$ cat src/pkg/ppsd_pkg.sv
package ppsd_pkg;
    // ************************************************************
    // widths of the shared pin groups
    // ************************************************************
    localparam int PORT_W = 16;
    localparam int HOST_W = 8;
    localparam int SER2_W = 3;
    localparam int SER1_W = 3;
    localparam int EIRQ_W = 4;
    localparam int PCI_GP_W = 7;
    localparam int DED_W = 2;
    localparam int STRAP_W = 3;

    // ************************************************************
    // port pin positions
    // ************************************************************
    localparam int PIN_DIV4 = 1;
    localparam int PIN_DIV6 = 2;
    localparam int PIN_EIRQ_LO = 4;
    localparam int PIN_EIRQ_HI = 7;
    localparam int PIN_CLKS = 8;
    localparam int PIN_PCI_LO = 9;
    localparam int PIN_PCI_HI = 15;

    // ************************************************************
    // strap bit positions and reset values
    // ************************************************************
    localparam int STRAP_PCI = 0;
    localparam int STRAP_CELL = 1;
    localparam int STRAP_SER2 = 2;
    localparam logic [STRAP_W-1:0] STRAP_RST = 3'h0;
    localparam logic OE_N_RST = 1'b1;
    localparam logic DATA_RST = 1'b0;
    localparam logic [1:0] FILL_WAIT = 2'h3;
    localparam logic [1:0] FILL_RST = 2'h0;

    typedef enum logic [2:0] {
        ST_FILL = 3'b001,
        ST_LATCH = 3'b010,
        ST_RUN = 3'b100
    } ppsd_state_e;
endpackage

$ cat src/rtl/ppsd_sync.sv
`timescale 1ns/1ns
module ppsd_sync #(
    parameter int WIDTH = 1
) (
    input wire logic clk,
    input wire logic rstn,
    input wire logic [WIDTH-1:0] async,
    output logic [WIDTH-1:0] stable
);
    import ppsd_pkg::*;

    // ************************************************************
    // three stage synchroniser, change taken when stages agree
    // ************************************************************
    for (genvar b = 0; b < WIDTH; b++) begin : g_bit
        logic s1;
        logic s2;
        logic s3;
        logic held;
        assign stable[b] = held;
        always_ff @(posedge clk or negedge rstn) begin
            if (!rstn) begin
                s1 <= DATA_RST;
                s2 <= DATA_RST;
                s3 <= DATA_RST;
                held <= DATA_RST;
            end else begin
                s1 <= async[b];
                s2 <= s1;
                s3 <= s2;
                if (s2 == s3) begin
                    held <= s3;
                end
            end
        end
    end
endmodule // ppsd_sync

$ cat src/rtl/ppsd_pin_sharing.sv
`timescale 1ns/1ns
// Behaviour
// - divided clock pins carry clocks until pin enable and direction set.
// - four interrupt pins default to interrupt input or input-only port.
// - pci-shared port pins come out of reset with no function.
// - host pins default host port; dedicated host port without pci.
// - pci pins default host, serial two, none; two pci pins unshared.
// - serial two and serial one pins default to serial functions.
// - cell pins default serial one; serial one only without cell.
// - serial two clock source pin becomes port pin eight when set.
// - peripheral selection captured at reset and held afterwards.
module ppsd_pin_sharing #(
    parameter logic HAS_PCI = 1'b1,
    parameter logic HAS_CELL = 1'b1
) (
    input wire logic clk,
    input wire logic rstn,
    input wire logic [ppsd_pkg::STRAP_W-1:0] strapPins,
    input wire logic [ppsd_pkg::PORT_W-1:0] portPinEnableBit,
    input wire logic [ppsd_pkg::PORT_W-1:0] portPinDirectionBit,
    input wire logic [ppsd_pkg::PORT_W-1:0] portPinOut,
    output logic [ppsd_pkg::PORT_W-1:0] portPinIn,
    input wire logic [ppsd_pkg::PORT_W-1:0] portPadIn,
    output logic [ppsd_pkg::PORT_W-1:0] portPadOut,
    output logic [ppsd_pkg::PORT_W-1:0] portPadOe_n,
    input wire logic clockOutDivFour,
    input wire logic clockOutDivSix,
    output logic serial2ExtClockSource,
    output logic [ppsd_pkg::EIRQ_W-1:0] externalInterruptInputs,
    input wire logic [ppsd_pkg::PCI_GP_W-1:0] pciPortEnable,
    input wire logic [ppsd_pkg::PCI_GP_W-1:0] pciPortOut,
    input wire logic [ppsd_pkg::PCI_GP_W-1:0] pciPortDrive,
    output logic [ppsd_pkg::PCI_GP_W-1:0] pciPortIn,
    input wire logic [ppsd_pkg::HOST_W-1:0] hostPortOut,
    input wire logic hostPortDrive,
    output logic [ppsd_pkg::HOST_W-1:0] hostPortIn,
    input wire logic [ppsd_pkg::HOST_W-1:0] pciHostOut,
    input wire logic pciHostDrive,
    output logic [ppsd_pkg::HOST_W-1:0] pciHostIn,
    input wire logic [ppsd_pkg::HOST_W-1:0] hostPadIn,
    output logic [ppsd_pkg::HOST_W-1:0] hostPadOut,
    output logic [ppsd_pkg::HOST_W-1:0] hostPadOe_n,
    input wire logic [ppsd_pkg::SER2_W-1:0] serialPortTwoOut,
    input wire logic [ppsd_pkg::SER2_W-1:0] serialPortTwoDrive,
    output logic [ppsd_pkg::SER2_W-1:0] serialPortTwoIn,
    input wire logic [ppsd_pkg::SER2_W-1:0] pciSerOut,
    input wire logic [ppsd_pkg::SER2_W-1:0] pciSerDrive,
    output logic [ppsd_pkg::SER2_W-1:0] pciSerIn,
    input wire logic [ppsd_pkg::SER2_W-1:0] ser2PadIn,
    output logic [ppsd_pkg::SER2_W-1:0] ser2PadOut,
    output logic [ppsd_pkg::SER2_W-1:0] ser2PadOe_n,
    input wire logic [ppsd_pkg::SER1_W-1:0] serialPortOneOut,
    input wire logic [ppsd_pkg::SER1_W-1:0] serialPortOneDrive,
    output logic [ppsd_pkg::SER1_W-1:0] serialPortOneIn,
    input wire logic [ppsd_pkg::SER1_W-1:0] cellInterfaceOut,
    input wire logic [ppsd_pkg::SER1_W-1:0] cellInterfaceDrive,
    output logic [ppsd_pkg::SER1_W-1:0] cellInterfaceIn,
    input wire logic [ppsd_pkg::SER1_W-1:0] ser1PadIn,
    output logic [ppsd_pkg::SER1_W-1:0] ser1PadOut,
    output logic [ppsd_pkg::SER1_W-1:0] ser1PadOe_n,
    input wire logic [ppsd_pkg::DED_W-1:0] pciDedOut,
    input wire logic [ppsd_pkg::DED_W-1:0] pciDedDrive,
    output logic [ppsd_pkg::DED_W-1:0] pciDedIn,
    input wire logic [ppsd_pkg::DED_W-1:0] dedPadIn,
    output logic [ppsd_pkg::DED_W-1:0] dedPadOut,
    output logic [ppsd_pkg::DED_W-1:0] dedPadOe_n,
    output logic [ppsd_pkg::STRAP_W-1:0] selection
);
    import ppsd_pkg::*;

    // ************************************************************
    // selection capture
    // ************************************************************
    logic [STRAP_W-1:0] strapStable;
    ppsd_state_e state;
    logic [1:0] fillCount;
    ppsd_sync #(.WIDTH(STRAP_W)) u_strap_sync (
        .clk(clk),
        .rstn(rstn),
        .async(strapPins),
        .stable(strapStable)
    );
    always_ff @(posedge clk or negedge rstn) begin
        if (!rstn) begin
            state <= ST_FILL;
            fillCount <= FILL_RST;
        end else begin
            case (state)
                ST_FILL: begin
                    fillCount <= fillCount + 2'h1;
                    if (fillCount == FILL_WAIT) begin
                        state <= ST_LATCH;
                    end
                end
                ST_LATCH: state <= ST_RUN;
                ST_RUN: state <= ST_RUN;
                default: state <= ST_FILL;
            endcase
        end
    end
    always_ff @(posedge clk or negedge rstn) begin
        if (!rstn) begin
            selection <= STRAP_RST;
        end else if (state == ST_LATCH) begin
            selection <= strapStable;
        end
    end
    logic pciActive;
    logic cellActive;
    logic serToPci;
    assign pciActive = HAS_PCI & selection[STRAP_PCI];
    assign cellActive = HAS_CELL & selection[STRAP_CELL];
    assign serToPci = pciActive & ~selection[STRAP_SER2];
    // ************************************************************
    // port pins
    // ************************************************************
    logic [PORT_W-1:0] nextPadOut;
    logic [PORT_W-1:0] nextPadOe_n;
    logic [PORT_W-1:0] nextGpIn;
    logic [PCI_GP_W-1:0] nextPciIn;
    logic [PORT_W-1:0] gpDrive;
    assign gpDrive = portPinEnableBit & portPinDirectionBit;
    for (genvar i = 0; i < PORT_W; i++) begin : g_port
        if (i == PIN_DIV4 || i == PIN_DIV6) begin : g_clk
            logic clkSrc;
            assign clkSrc = (i == PIN_DIV4) ? clockOutDivFour : clockOutDivSix;
            assign nextPadOut[i] = gpDrive[i] ? portPinOut[i] : clkSrc;
            assign nextPadOe_n[i] = 1'b0;
            assign nextGpIn[i] = gpDrive[i] & portPadIn[i];
        end else if (i >= PIN_EIRQ_LO && i <= PIN_EIRQ_HI) begin : g_irq
            assign nextPadOut[i] = portPinOut[i];
            assign nextPadOe_n[i] = ~gpDrive[i];
            assign nextGpIn[i] = portPadIn[i];
        end else if (i == PIN_CLKS) begin : g_cks
            assign nextPadOut[i] = portPinOut[i];
            assign nextPadOe_n[i] = ~gpDrive[i];
            assign nextGpIn[i] = gpDrive[i] & portPadIn[i];
        end else if (i >= PIN_PCI_LO && HAS_PCI) begin : g_pci
            logic pciOwn;
            logic gpOwn;
            assign pciOwn = pciActive & pciPortEnable[i-PIN_PCI_LO];
            assign gpOwn = ~pciOwn & portPinEnableBit[i];
            assign nextPadOut[i] = pciOwn ? pciPortOut[i-PIN_PCI_LO]
                                          : portPinOut[i];
            // neither owner selected: driver off, input dropped
            assign nextPadOe_n[i] = pciOwn ? ~pciPortDrive[i-PIN_PCI_LO]
                                           : ~(gpOwn & gpDrive[i]);
            assign nextGpIn[i] = gpOwn & portPadIn[i];
            assign nextPciIn[i-PIN_PCI_LO] = pciOwn & portPadIn[i];
        end else begin : g_plain
            assign nextPadOut[i] = portPinOut[i];
            assign nextPadOe_n[i] = ~gpDrive[i];
            assign nextGpIn[i] = portPadIn[i];
            if (i >= PIN_PCI_LO) begin : g_nopci
                assign nextPciIn[i-PIN_PCI_LO] = 1'b0;
            end
        end
    end
    always_ff @(posedge clk or negedge rstn) begin
        if (!rstn) begin
            portPadOut <= {PORT_W{DATA_RST}};
            portPadOe_n <= {PORT_W{OE_N_RST}};
            portPinIn <= {PORT_W{DATA_RST}};
            pciPortIn <= {PCI_GP_W{DATA_RST}};
            serial2ExtClockSource <= DATA_RST;
        end else begin
            portPadOut <= nextPadOut;
            portPadOe_n <= nextPadOe_n;
            portPinIn <= nextGpIn;
            pciPortIn <= nextPciIn;
            serial2ExtClockSource <= ~gpDrive[PIN_CLKS]
                                     & portPadIn[PIN_CLKS];
        end
    end
    // ************************************************************
    // external interrupt inputs
    // ************************************************************
    ppsd_sync #(.WIDTH(EIRQ_W)) u_irq_sync (
        .clk(clk),
        .rstn(rstn),
        .async(portPadIn[PIN_EIRQ_HI:PIN_EIRQ_LO]),
        .stable(externalInterruptInputs)
    );
    // ************************************************************
    // host, serial and dedicated pci pins
    // ************************************************************
    always_ff @(posedge clk or negedge rstn) begin
        if (!rstn) begin
            hostPadOut <= {HOST_W{DATA_RST}};
            hostPadOe_n <= {HOST_W{OE_N_RST}};
            hostPortIn <= {HOST_W{DATA_RST}};
            pciHostIn <= {HOST_W{DATA_RST}};
        end else if (pciActive) begin
            hostPadOut <= pciHostOut;
            hostPadOe_n <= {HOST_W{~pciHostDrive}};
            hostPortIn <= {HOST_W{DATA_RST}};
            pciHostIn <= hostPadIn;
        end else begin
            hostPadOut <= hostPortOut;
            hostPadOe_n <= {HOST_W{~hostPortDrive}};
            hostPortIn <= hostPadIn;
            pciHostIn <= {HOST_W{DATA_RST}};
        end
    end
    always_ff @(posedge clk or negedge rstn) begin
        if (!rstn) begin
            ser2PadOut <= {SER2_W{DATA_RST}};
            ser2PadOe_n <= {SER2_W{OE_N_RST}};
            serialPortTwoIn <= {SER2_W{DATA_RST}};
            pciSerIn <= {SER2_W{DATA_RST}};
        end else if (serToPci) begin
            ser2PadOut <= pciSerOut;
            ser2PadOe_n <= ~pciSerDrive;
            serialPortTwoIn <= {SER2_W{DATA_RST}};
            pciSerIn <= ser2PadIn;
        end else begin
            ser2PadOut <= serialPortTwoOut;
            ser2PadOe_n <= ~serialPortTwoDrive;
            serialPortTwoIn <= ser2PadIn;
            pciSerIn <= {SER2_W{DATA_RST}};
        end
    end
    always_ff @(posedge clk or negedge rstn) begin
        if (!rstn) begin
            ser1PadOut <= {SER1_W{DATA_RST}};
            ser1PadOe_n <= {SER1_W{OE_N_RST}};
            serialPortOneIn <= {SER1_W{DATA_RST}};
            cellInterfaceIn <= {SER1_W{DATA_RST}};
        end else if (cellActive) begin
            ser1PadOut <= cellInterfaceOut;
            ser1PadOe_n <= ~cellInterfaceDrive;
            serialPortOneIn <= {SER1_W{DATA_RST}};
            cellInterfaceIn <= ser1PadIn;
        end else begin
            ser1PadOut <= serialPortOneOut;
            ser1PadOe_n <= ~serialPortOneDrive;
            serialPortOneIn <= ser1PadIn;
            cellInterfaceIn <= {SER1_W{DATA_RST}};
        end
    end
    always_ff @(posedge clk or negedge rstn) begin
        if (!rstn) begin
            dedPadOut <= {DED_W{DATA_RST}};
            dedPadOe_n <= {DED_W{OE_N_RST}};
            pciDedIn <= {DED_W{DATA_RST}};
        end else begin
            dedPadOut <= pciDedOut;
            dedPadOe_n <= ~(pciDedDrive & {DED_W{pciActive}});
            pciDedIn <= dedPadIn & {DED_W{pciActive}};
        end
    end
endmodule // ppsd_pin_sharing

$ cat config.mk
export PLATFORM = sky130hd
export DESIGN_NAME = ppsd_pin_sharing
export DESIGN_NICKNAME = d
export VERILOG_FILES = /design/src/pkg/ppsd_pkg.sv /design/src/rtl/ppsd_sync.sv /design/src/rtl/ppsd_pin_sharing.sv
export SDC_FILE = /design/constraint.sdc
export NUM_CORES = 1
export LEC_CHECK = 0
export BUFFER_PORTS_ARGS = -buffer_cell sky130_fd_sc_hd__buf_2
export CAP_MARGIN = 15
export CORE_MARGIN = 2
export CORE_UTILIZATION = 40
export CTS_CLUSTER_SIZE = 30
export DETAILED_ROUTE_END_ITERATION = 6
export PLACE_DENSITY = 0.73
export SLEW_MARGIN = 25
export SYNTH_ARGS = -nofsm -noshare
export SYNTH_HDL_FRONTEND = slang
export SYNTH_HIERARCHICAL = 1
export SYNTH_SLANG_ARGS = --single-unit
$ cat constraint.sdc
create_clock -name clk -period 2.8 [get_ports clk]
set_clock_uncertainty 0.15 [all_clocks]
set_input_delay 0.56 -clock clk [delete_from_list [all_inputs] [get_ports clk]]
set_output_delay 0.56 -clock clk [all_outputs]
set_load 0.02 [all_outputs]
==> results.sh, run 1 <==
export IMPL_outcome="completed"
export IMPL_grt_max_degree=64
export IMPL_syn_avg_cell_area_um2=16.2
export IMPL_overflow=0
export IMPL_p_int_mw=4.23
export IMPL_ys_top_cells_by_count="dfrtp_1, mux2_2, dfstp_2, and3_1, nand2_1"
export IMPL_max_freq_mhz=484
export IMPL_grt_pass1_vias=3468
export IMPL_insertion_delay_ps=410
export IMPL_wl_um=10600
export IMPL_tns_ps=0
export IMPL_total_power_mw=5.45
export IMPL_cellLeakagePower_nw=3.69
export IMPL_p_comb_frac=0.110
export IMPL_synth_flop_cell="dfrtp_1"
export IMPL_ff2ff_setup_slack_ps=980
export IMPL_post_dp_hpwl_um=8120
export IMPL_syn2layout_area_growth_pct=43.9
export IMPL_diodes=0
export IMPL_start_util=0.407
export IMPL_die_height_um=114
export IMPL_async_flop_share=1.00
export IMPL_cp_start_kind="flip-flop"
export IMPL_first_pass_iters=4
export IMPL_crit_path_end="selection[0]"
export IMPL_seq_area_frac_synth=0.758
export IMPL_crit_fanout=17
export IMPL_crit_buf_inv=1
export IMPL_p_per_area_mw_per_mm2=779
export IMPL_synth_area_leaders="dfrtp_1, dfstp_2, mux2_2"
export IMPL_finalSetupViolations=0
export IMPL_final_core_util=0.585
export IMPL_ys_seq_elements=146
export IMPL_cts_buffer_depth=2
export IMPL_path_clk_slew_ps=60
export IMPL_final_area_mm2=0.00700
export IMPL_reg2reg_depth=3
export IMPL_grt_pass1_wl_um=16400
export IMPL_crit_slowest_cell="dfrtp_1"
export IMPL_synth_top_area_frac=0.623
export IMPL_seqPwrFrac=0.426
export IMPL_clkPwrFrac=0.464
export IMPL_drt_iter0_drc=188
export IMPL_syn_inst=300
export IMPL_maxCapViolations=0
export IMPL_path_delay_family="flip-flops"
export IMPL_worstReg2RegStart="selection[0]"
export IMPL_place_congestion=0.759
export IMPL_rows=40
export IMPL_end_kind="output port"
export IMPL_period_minus_slack_ps=2060
export IMPL_ios=279
export IMPL_root_buffer="clkbuf_16"
export IMPL_tritoncts="yes"
export IMPL_syn_nets=455
export IMPL_synth_yosys_warnings=6
export IMPL_drc=0
export IMPL_dieArea_mm2=0.0131
export IMPL_cts_sinks=146
export IMPL_layout_drive_gt1_share=0.633
export IMPL_synth_most_common_cell="dfrtp_1"
export IMPL_post_cts_buffers=0
export IMPL_p_sw_mw=1.22
export IMPL_max_stage_delay_ps=680
export IMPL_hold_class="in -> reg"
export IMPL_netlist_area_mm2=0.00486
export IMPL_drv_slew=0
export IMPL_r2r_end="portPadOut[9]"
export IMPL_synth_edff_count=0
export IMPL_rsz0062_at_grt="false"
export IMPL_worstPathCellList="buf_2"
export IMPL_wl_per_cell_um=14.3
export IMPL_path_depth=1
export IMPL_peakVddDrop_uv=432
export IMPL_relSlewSlack=0.640
export IMPL_place_area_mm2=0.00632
export IMPL_fin_nets=734
export IMPL_post_drt_via_cell_ratio=4.54
export IMPL_core_mm2=0.0120
export IMPL_worst_pin_slew_ps=539
export IMPL_fp_dieW_um=114
export IMPL_grt_total_usage=0.166
export IMPL_worstSetupStartpoint="selection[0]"
export IMPL_vias=3354
export IMPL_finalCritPeriodShare=0.737
export IMPL_arrival_ps=1350
export IMPL_timing_final_hold_violations=0
export IMPL_p_sw_frac=0.224
export IMPL_io_buffers=278
export IMPL_required_ps=2090
export IMPL_drtAntennaViolNets=0
export IMPL_critical_path_class="reg -> out"
export IMPL_antenna_found_initial=0
export IMPL_numCtsBuffers=17
export IMPL_yosysTopAreaCell="dfrtp_1"
export IMPL_cts_htree_levels=4
export IMPL_synth_cell_type_count=24
worst register-to-register path, stage by stage, from the launching register on:
cell	delay, ps
dfrtp_1	680
buf_4	430
nand2_1	160
mux2_2	290
area by class of cell:
cell class              count  area (um^2)
fillers                   978         4960
clock inverters            10          205
flip-flops and latches    146         3680
well taps                 147          184
clock buffers              22          464
multi-input cells         131         1010
repair buffers            283         1450
routing by layer:
metal | vias to the layer above | track usage | part of all wire
met5 | - | 0 | 0
met4 | 0 | 0.0789 | 0.023
met3 | 21 | 0.0588 | 0.085
met2 | 181 | 0.290 | 0.52
met1 | 1614 | 0.180 | 0.37
li1 | 1538 | - | -
registers in the layout, summed over array words and instances (netlist names), 4 cells and up:
signal	cells
hostPortIn	8
u_irq_sync/g_bit.s1	4
u_irq_sync/g_bit.s3	4
u_irq_sync/g_bit.s2	4
pciHostIn	8
portPinIn	16
portPadOut	16
portPadOe_n	15
u_irq_sync/g_bit.held	4
hostPadOut	8
pciPortIn	7
what timing repair did:
item	4_1_cts	5_1_grt
endpoints found under the hold margin	46	0
gates resized for setup	0	0
hold buffers	1	0
cell families (layout without fill, tap and decap cells):
group,count (synthesis),count (layout),synth area share
DFF,146,146,0.758
muxes,34,34,0.0777
xor gates and xnor gates,2,2,0.00360
adders and majority gates,8,8,0.0188
other,1,1,0.000771
AOI/OAI and AO/OA,8,8,0.0111
and+or+nand+nor,78,78,0.0960
buffers and inverters,23,315,0.0345
how the worst min path moves through the flow:
stage	startpoint	to	slack, ps	cells after the start
after global routing	portPadIn[3]	portPinIn[3]	80	1
after CTS	portPadIn[3]	portPinIn[3]	80	1
after floorplan	rstn	cellInterfaceIn[0]	110	0
final	portPinOut[5]	portPadOut[5]	100	1
after global placement	u_irq_sync/g_bit[1].s1	u_irq_sync/g_bit[1].s2	180	0
after detailed placement	u_strap_sync/g_bit[0].s1	u_strap_sync/g_bit[0].s2	190	0
per-stage QoR:
stage          setup WS (ps)  std cells  hold slack (ps)
6_report                 735        739              102
5_1_grt                  608        739             77.7
4_1_cts                  678        739             80.8
3_5_place_dp             926        706              186
3_3_place_gp             969        706              184
2_1_floorplan           1300        300              114
cell usage in the layout (no fill, tap or decap), drive strengths merged:
cell	count
a31oi	7
and2	17
and3	24
and4bb	1
buf	282
bufinv	6
clkbuf	22
clkinv	2
clkinvlp	2
conb	1
dfrtp	121
dfstp	25
dlygate4sd3	1
ha	1
maj3	7
mux2	27
mux2i	7
nand2	18
nor2	1
nor2b	15
nor3b	2
o21ba	1
xnor2	1
xor2	1
power groups by stage:
stage	Combinational [mW]	Sequential [mW]	Clock, mW
final	0.602	2.32	2.53
after global routing	0.654	2.34	2.67
after CTS	0.613	2.33	2.58
after detailed placement	0.611	2.36	0
after global placement	0.599	2.36	0
after floorplan	0.185	2.50	0
(Power assumes the default switching activity.)
==> run 2, diff against run 1 <==
==> constraint.sdc (replaced) <==
create_clock -name clk -period 2.05 [get_ports clk]
set_clock_uncertainty 0.15 [all_clocks]
set_input_delay 0.41 -clock clk [delete_from_list [all_inputs] [get_ports clk]]
set_output_delay 0.41 -clock clk [all_outputs]
set_load 0.02 [all_outputs]
==> results.sh, run 2 (synthesis results as in run 1) <==
export IMPL_outcome="completed"
export IMPL_grt_total_usage=0.188
export IMPL_path_clk_slew_ps=60
export IMPL_vias=3619
export IMPL_ios=279
export IMPL_cp_start_kind="flip-flop"
export IMPL_insertion_delay_ps=410
export IMPL_layout_drive_gt1_share=0.576
export IMPL_final_common_cell="buf_2"
export IMPL_post_drt_via_cell_ratio=4.54
export IMPL_end_kind="output port"
export IMPL_peakVddDrop_uv=541
export IMPL_reg_largest_list="portPadOut: 16 flops, portPinIn: 16 flops, portPadOe_n: 15 flops"
export IMPL_cts_htree_levels=4
export IMPL_wl_um=11900
export IMPL_path_depth=1
export IMPL_post_dp_hpwl_um=8060
export IMPL_drtAntennaViolNets=0
export IMPL_finalCritPeriodShare=0.906
export IMPL_final_cell_mix="buf_2, dfrtp_1, dlygate4sd3_1"
export IMPL_drc=0
export IMPL_hold_class="in -> reg"
export IMPL_overflow=0
export IMPL_cellLeakagePower_nw=3.87
export IMPL_period_minus_slack_ps=1860
export IMPL_dieArea_mm2=0.0131
export IMPL_grt_pass1_vias=4025
export IMPL_worstReg2RegStart="selection[0]"
export IMPL_dp_cells=706
export IMPL_critical_path_class="reg -> out"
export IMPL_tns_ps=0
export IMPL_max_freq_mhz=539
export IMPL_tritoncts="yes"
export IMPL_grt_pass1_wl_um=18600
export IMPL_maxCapViolations=0
export IMPL_place_congestion=0.760
export IMPL_worstPathCellList="buf_2"
export IMPL_worstSetupStartpoint="selection[1]"
export IMPL_fp_dieW_um=114
export IMPL_required_ps=1490
export IMPL_first_pass_iters=4
export IMPL_crit_path_end="selection[1]"
export IMPL_die_height_um=114
export IMPL_wl_per_cell_um=14.9
export IMPL_rsz0062_at_grt="false"
export IMPL_rows=40
export IMPL_drv_slew=0
export IMPL_final_core_util=0.628
export IMPL_start_util=0.407
export IMPL_numCtsBuffers=17
export IMPL_crit_buf_inv=1
export IMPL_diodes=0
export IMPL_timing_final_hold_violations=0
export IMPL_max_stage_delay_ps=630
export IMPL_fin_nets=793
export IMPL_arrival_ps=1300
export IMPL_syn2layout_area_growth_pct=54.4
export IMPL_post_cts_buffers=0
export IMPL_io_buffers=278
export IMPL_reg2reg_depth=4
export IMPL_cts_buffer_depth=2
export IMPL_r2r_end="portPadOe_n[15]"
export IMPL_drt_iter0_drc=229
export IMPL_root_buffer="clkbuf_16"
export IMPL_antenna_found_initial=0
export IMPL_cts_sinks=146
export IMPL_core_mm2=0.0120
export IMPL_ff2ff_setup_slack_ps=250
export IMPL_finalSetupViolations=0
export IMPL_crit_slowest_cell="dfrtp_1"
export IMPL_whs_path_depth=2
export IMPL_final_cell_count_no_fill=798
export IMPL_path_delay_family="flip-flops"
export IMPL_grt_max_degree=54
export IMPL_crit_fanout=14
export IMPL_p_per_area_mw_per_mm2=935
## run 2: changes by cell type in the layout (fill, tap and decap cells not counted), moves of 2 or more
cell           before  now
clkinv_2            2    5
clkinvlp_4          2    4
buf_4               3    1
dlygate4sd3_1       1   60
bufinv_16           6    2
buf_12              1    3
## run 2: what timing repair did
item                      4_1_cts  5_1_grt
gates resized for setup         0        0
hold endpoints to repair       74        0
hold buffers                   60        0
## run 2: layout make-up
cell class | count | area (um^2)
clock buffers | 21 | 450
clock inverters | 11 | 115
well taps | 147 | 184
repair buffers | 342 | 2070
flip-flops and latches | 146 | 3680
multi-input cells | 131 | 1010
fillers | 882 | 4450
## run 2: worst min-delay path by stage
stage	startpoint	end	slack (ps)
final	portPinEnableBit[13]	portPadOe_n[13]	20
after global routing	portPinEnableBit[13]	portPadOe_n[13]	10
after CTS	portPinEnableBit[13]	portPadOe_n[13]	0.4
after detailed placement	u_strap_sync/g_bit[2].s1	u_strap_sync/g_bit[2].s2	180
after global placement	u_irq_sync/g_bit[1].s1	u_irq_sync/g_bit[1].s2	180
after floorplan	rstn	cellInterfaceIn[0]	-40
## run 2: worst register-to-register path, cell delays in order (launching register included)
cell	delay (ps)
dfrtp_1	390
buf_12	250
nand2_1	130
a31oi_1	220
dlygate4sd3_1	610
## run 2: report_power, final
| group | internal, mW | leakage, nW | switching, mW |
|---|---|---|---|
| combinational | 0.434 | 1.86 | 0.518 |
| sequential | 3.10 | 1.75 | 0.0701 |
| clock | 1.81 | 0.269 | 1.09 |
| total | 5.34 | 3.87 | 1.68 |
## run 2: through the flow
step | hold slack [ps] | total power [mW] | cell area [um^2] | setup slack, ps
2_1_floorplan | -35.6 | 3.67 | 4860 | 595
3_3_place_gp | 184 | 4.04 | 6340 | 649
3_5_place_dp | 185 | 4.07 | 6340 | 600
4_1_cts | 0.374 | 7.11 | 7510 | 168
5_1_grt | 14.9 | 7.32 | 7510 | 125
6_report | 24.0 | 7.02 | 7510 | 193
## run 2: per-layer routing
layer,share of wire,vias to the layer above,GRT usage
li1,-,1661,-
met5,0,-,0
met2,0.54,182,0.342
met1,0.36,1749,0.199
met4,0.022,0,0.0911
met3,0.072,27,0.0540
==> run 3, diff against run 2 <==
--- a/config.mk
+++ b/config.mk
@@ -7,6 +7,7 @@
 export LEC_CHECK = 0
 export BUFFER_PORTS_ARGS = -buffer_cell sky130_fd_sc_hd__buf_2
 export CAP_MARGIN = 15
+export CORE_ASPECT_RATIO = 1.2
 export CORE_MARGIN = 2
 export CORE_UTILIZATION = 40
 export CTS_CLUSTER_SIZE = 30
==> results.sh, run 3 (synthesis results as in run 1) <==
export IMPL_end_kind="output port"
export IMPL_grt_pass1_vias=4027
export IMPL_reg_largest_list="portPadOut: 16 flops, portPinIn: 16 flops, portPadOe_n: 15 flops"
export IMPL_grt_total_usage=0.203
export IMPL_timing_final_hold_violations=0
export IMPL_cts_buffer_depth=2
export IMPL_grt_max_degree=44
export IMPL_ios=279
export IMPL_critical_path_class="reg -> out"
export IMPL_antenna_found_initial=2
export IMPL_hold_class="in -> reg"
export IMPL_path_clk_slew_ps=60
export IMPL_first_pass_iters=4
export IMPL_finalCritPeriodShare=0.912
export IMPL_crit_fanout=31
export IMPL_tritoncts="yes"
export IMPL_vias=3660
export IMPL_post_drt_via_cell_ratio=4.51
export IMPL_maxCapViolations=0
export IMPL_cellLeakagePower_nw=3.90
export IMPL_place_congestion=0.919
export IMPL_final_common_cell="buf_2"
export IMPL_drt_iter0_drc=105
export IMPL_final_cell_mix="buf_2, dfrtp_1, dlygate4sd3_1"
export IMPL_fp_dieW_um=105
export IMPL_peakVddDrop_uv=542
export IMPL_rows=44
export IMPL_start_util=0.405
export IMPL_max_freq_mhz=535
export IMPL_wl_um=12800
export IMPL_worst_slack_ps=180
export IMPL_arrival_ps=1310
export IMPL_drtAntennaViolNets=0
export IMPL_wl_per_cell_um=15.7
export IMPL_numCtsBuffers=17
export IMPL_outcome="completed"
export IMPL_cp_start_kind="flip-flop"
export IMPL_dieArea_mm2=0.0131
export IMPL_grt_pass1_wl_um=20300
export IMPL_tns_ps=0
export IMPL_core_mm2=0.0120
export IMPL_drc=0
export IMPL_syn2layout_area_growth_pct=55.7
export IMPL_worstReg2RegStart="selection[0]"
export IMPL_rsz0062_at_grt="false"
export IMPL_root_buffer="clkbuf_16"
export IMPL_insertion_delay_ps=410
export IMPL_die_height_um=125
export IMPL_cts_sinks=146
export IMPL_worstSetupStartpoint="selection[0]"
export IMPL_drv_slew=0
export IMPL_overflow=0
export IMPL_cts_htree_levels=4
export IMPL_finalSetupViolations=0
export IMPL_p_per_area_mw_per_mm2=969
export IMPL_pre_cts_ws_ps=586
export IMPL_hold_start="serialPortTwoDrive[1]"
export IMPL_io_buffers=278
export IMPL_post_dp_hpwl_um=9240
export IMPL_period_minus_slack_ps=1870
export IMPL_post_cts_buffers=0
export IMPL_layout_drive_gt1_share=0.587
export IMPL_required_ps=1490
export IMPL_fin_nets=791
[run 3: cell types whose count changed in the layout (fill, tap and decap cells not counted), moves of 2 or more]
cell and change:
clkbuf_1 -3, clkinv_4 +3, diode_2 +2, clkinv_2 -5, buf_4 +2, inv_6 +4, dlygate4sd3_1 -4
[run 3: layer usage]
metal / global-route usage / share of wire
met1: 0.226 / 0.37
met2: 0.344 / 0.52
met3: 0.0706 / 0.073
met4: 0.0988 / 0.033
met5: 0 / 0
[run 3: critical path, cell delays in order (launching register included)]
cell and delay (ps):
dfrtp_2 370, buf_4 290, buf_2 240
[run 3: final timing paths]
check / to / slack, ps / cells past startpoint
setup / recovery: selection[0] / 180 / 2
hold / removal: ser2PadOe_n[1] / 10 / 2
setup reg to reg: portPadOe_n[13] / 230 / 4
hold reg to reg: u_strap_sync/g_bit[1].s2 / 200 / 0
max in group asynchronous: dedPadOe_n[0] / 780 / 3
min in group asynchronous: u_irq_sync/g_bit[0].s2 / 330 / 2
[run 3: through the flow]
step | utilization | instance area (um^2) | power (mW) | std cells | hold slack (ps)
4_1_cts | 0.630 | 7570 | 7.41 | 810 | 0.869
6_report | 0.631 | 7570 | 7.33 | 812 | 14.7
3_3_place_gp | 0.531 | 6380 | 4.06 | 722 | 183
2_1_floorplan | - | 4860 | 3.67 | 300 | -35.6
3_5_place_dp | 0.531 | 6380 | 4.09 | 722 | 189
5_1_grt | 0.630 | 7570 | 7.62 | 810 | 7.58
[run 3: final cells by class]
type                            count  area (um^2)
Timing Repair Buffer              340         2040
Tap cell                          161          201
Clock inverter                     13          174
Multi-Input combinational cell    131         1010
Antenna cell                        2         5.00
Fill cell                         915         4430
Clock buffer                       19          453
Sequential cell                   146         3690
[run 3: power breakdown]
part,switching (mW),internal (mW)
logic,0.528,0.428
clock network,1.21,2.00
registers,0.0715,3.10
total,1.81,5.53
[run 3: repair_timing]
item                                   in CTS  in global routing
hold buffers                               56                  0
endpoints found under the hold margin      75                  0
resized for setup                           0                  0
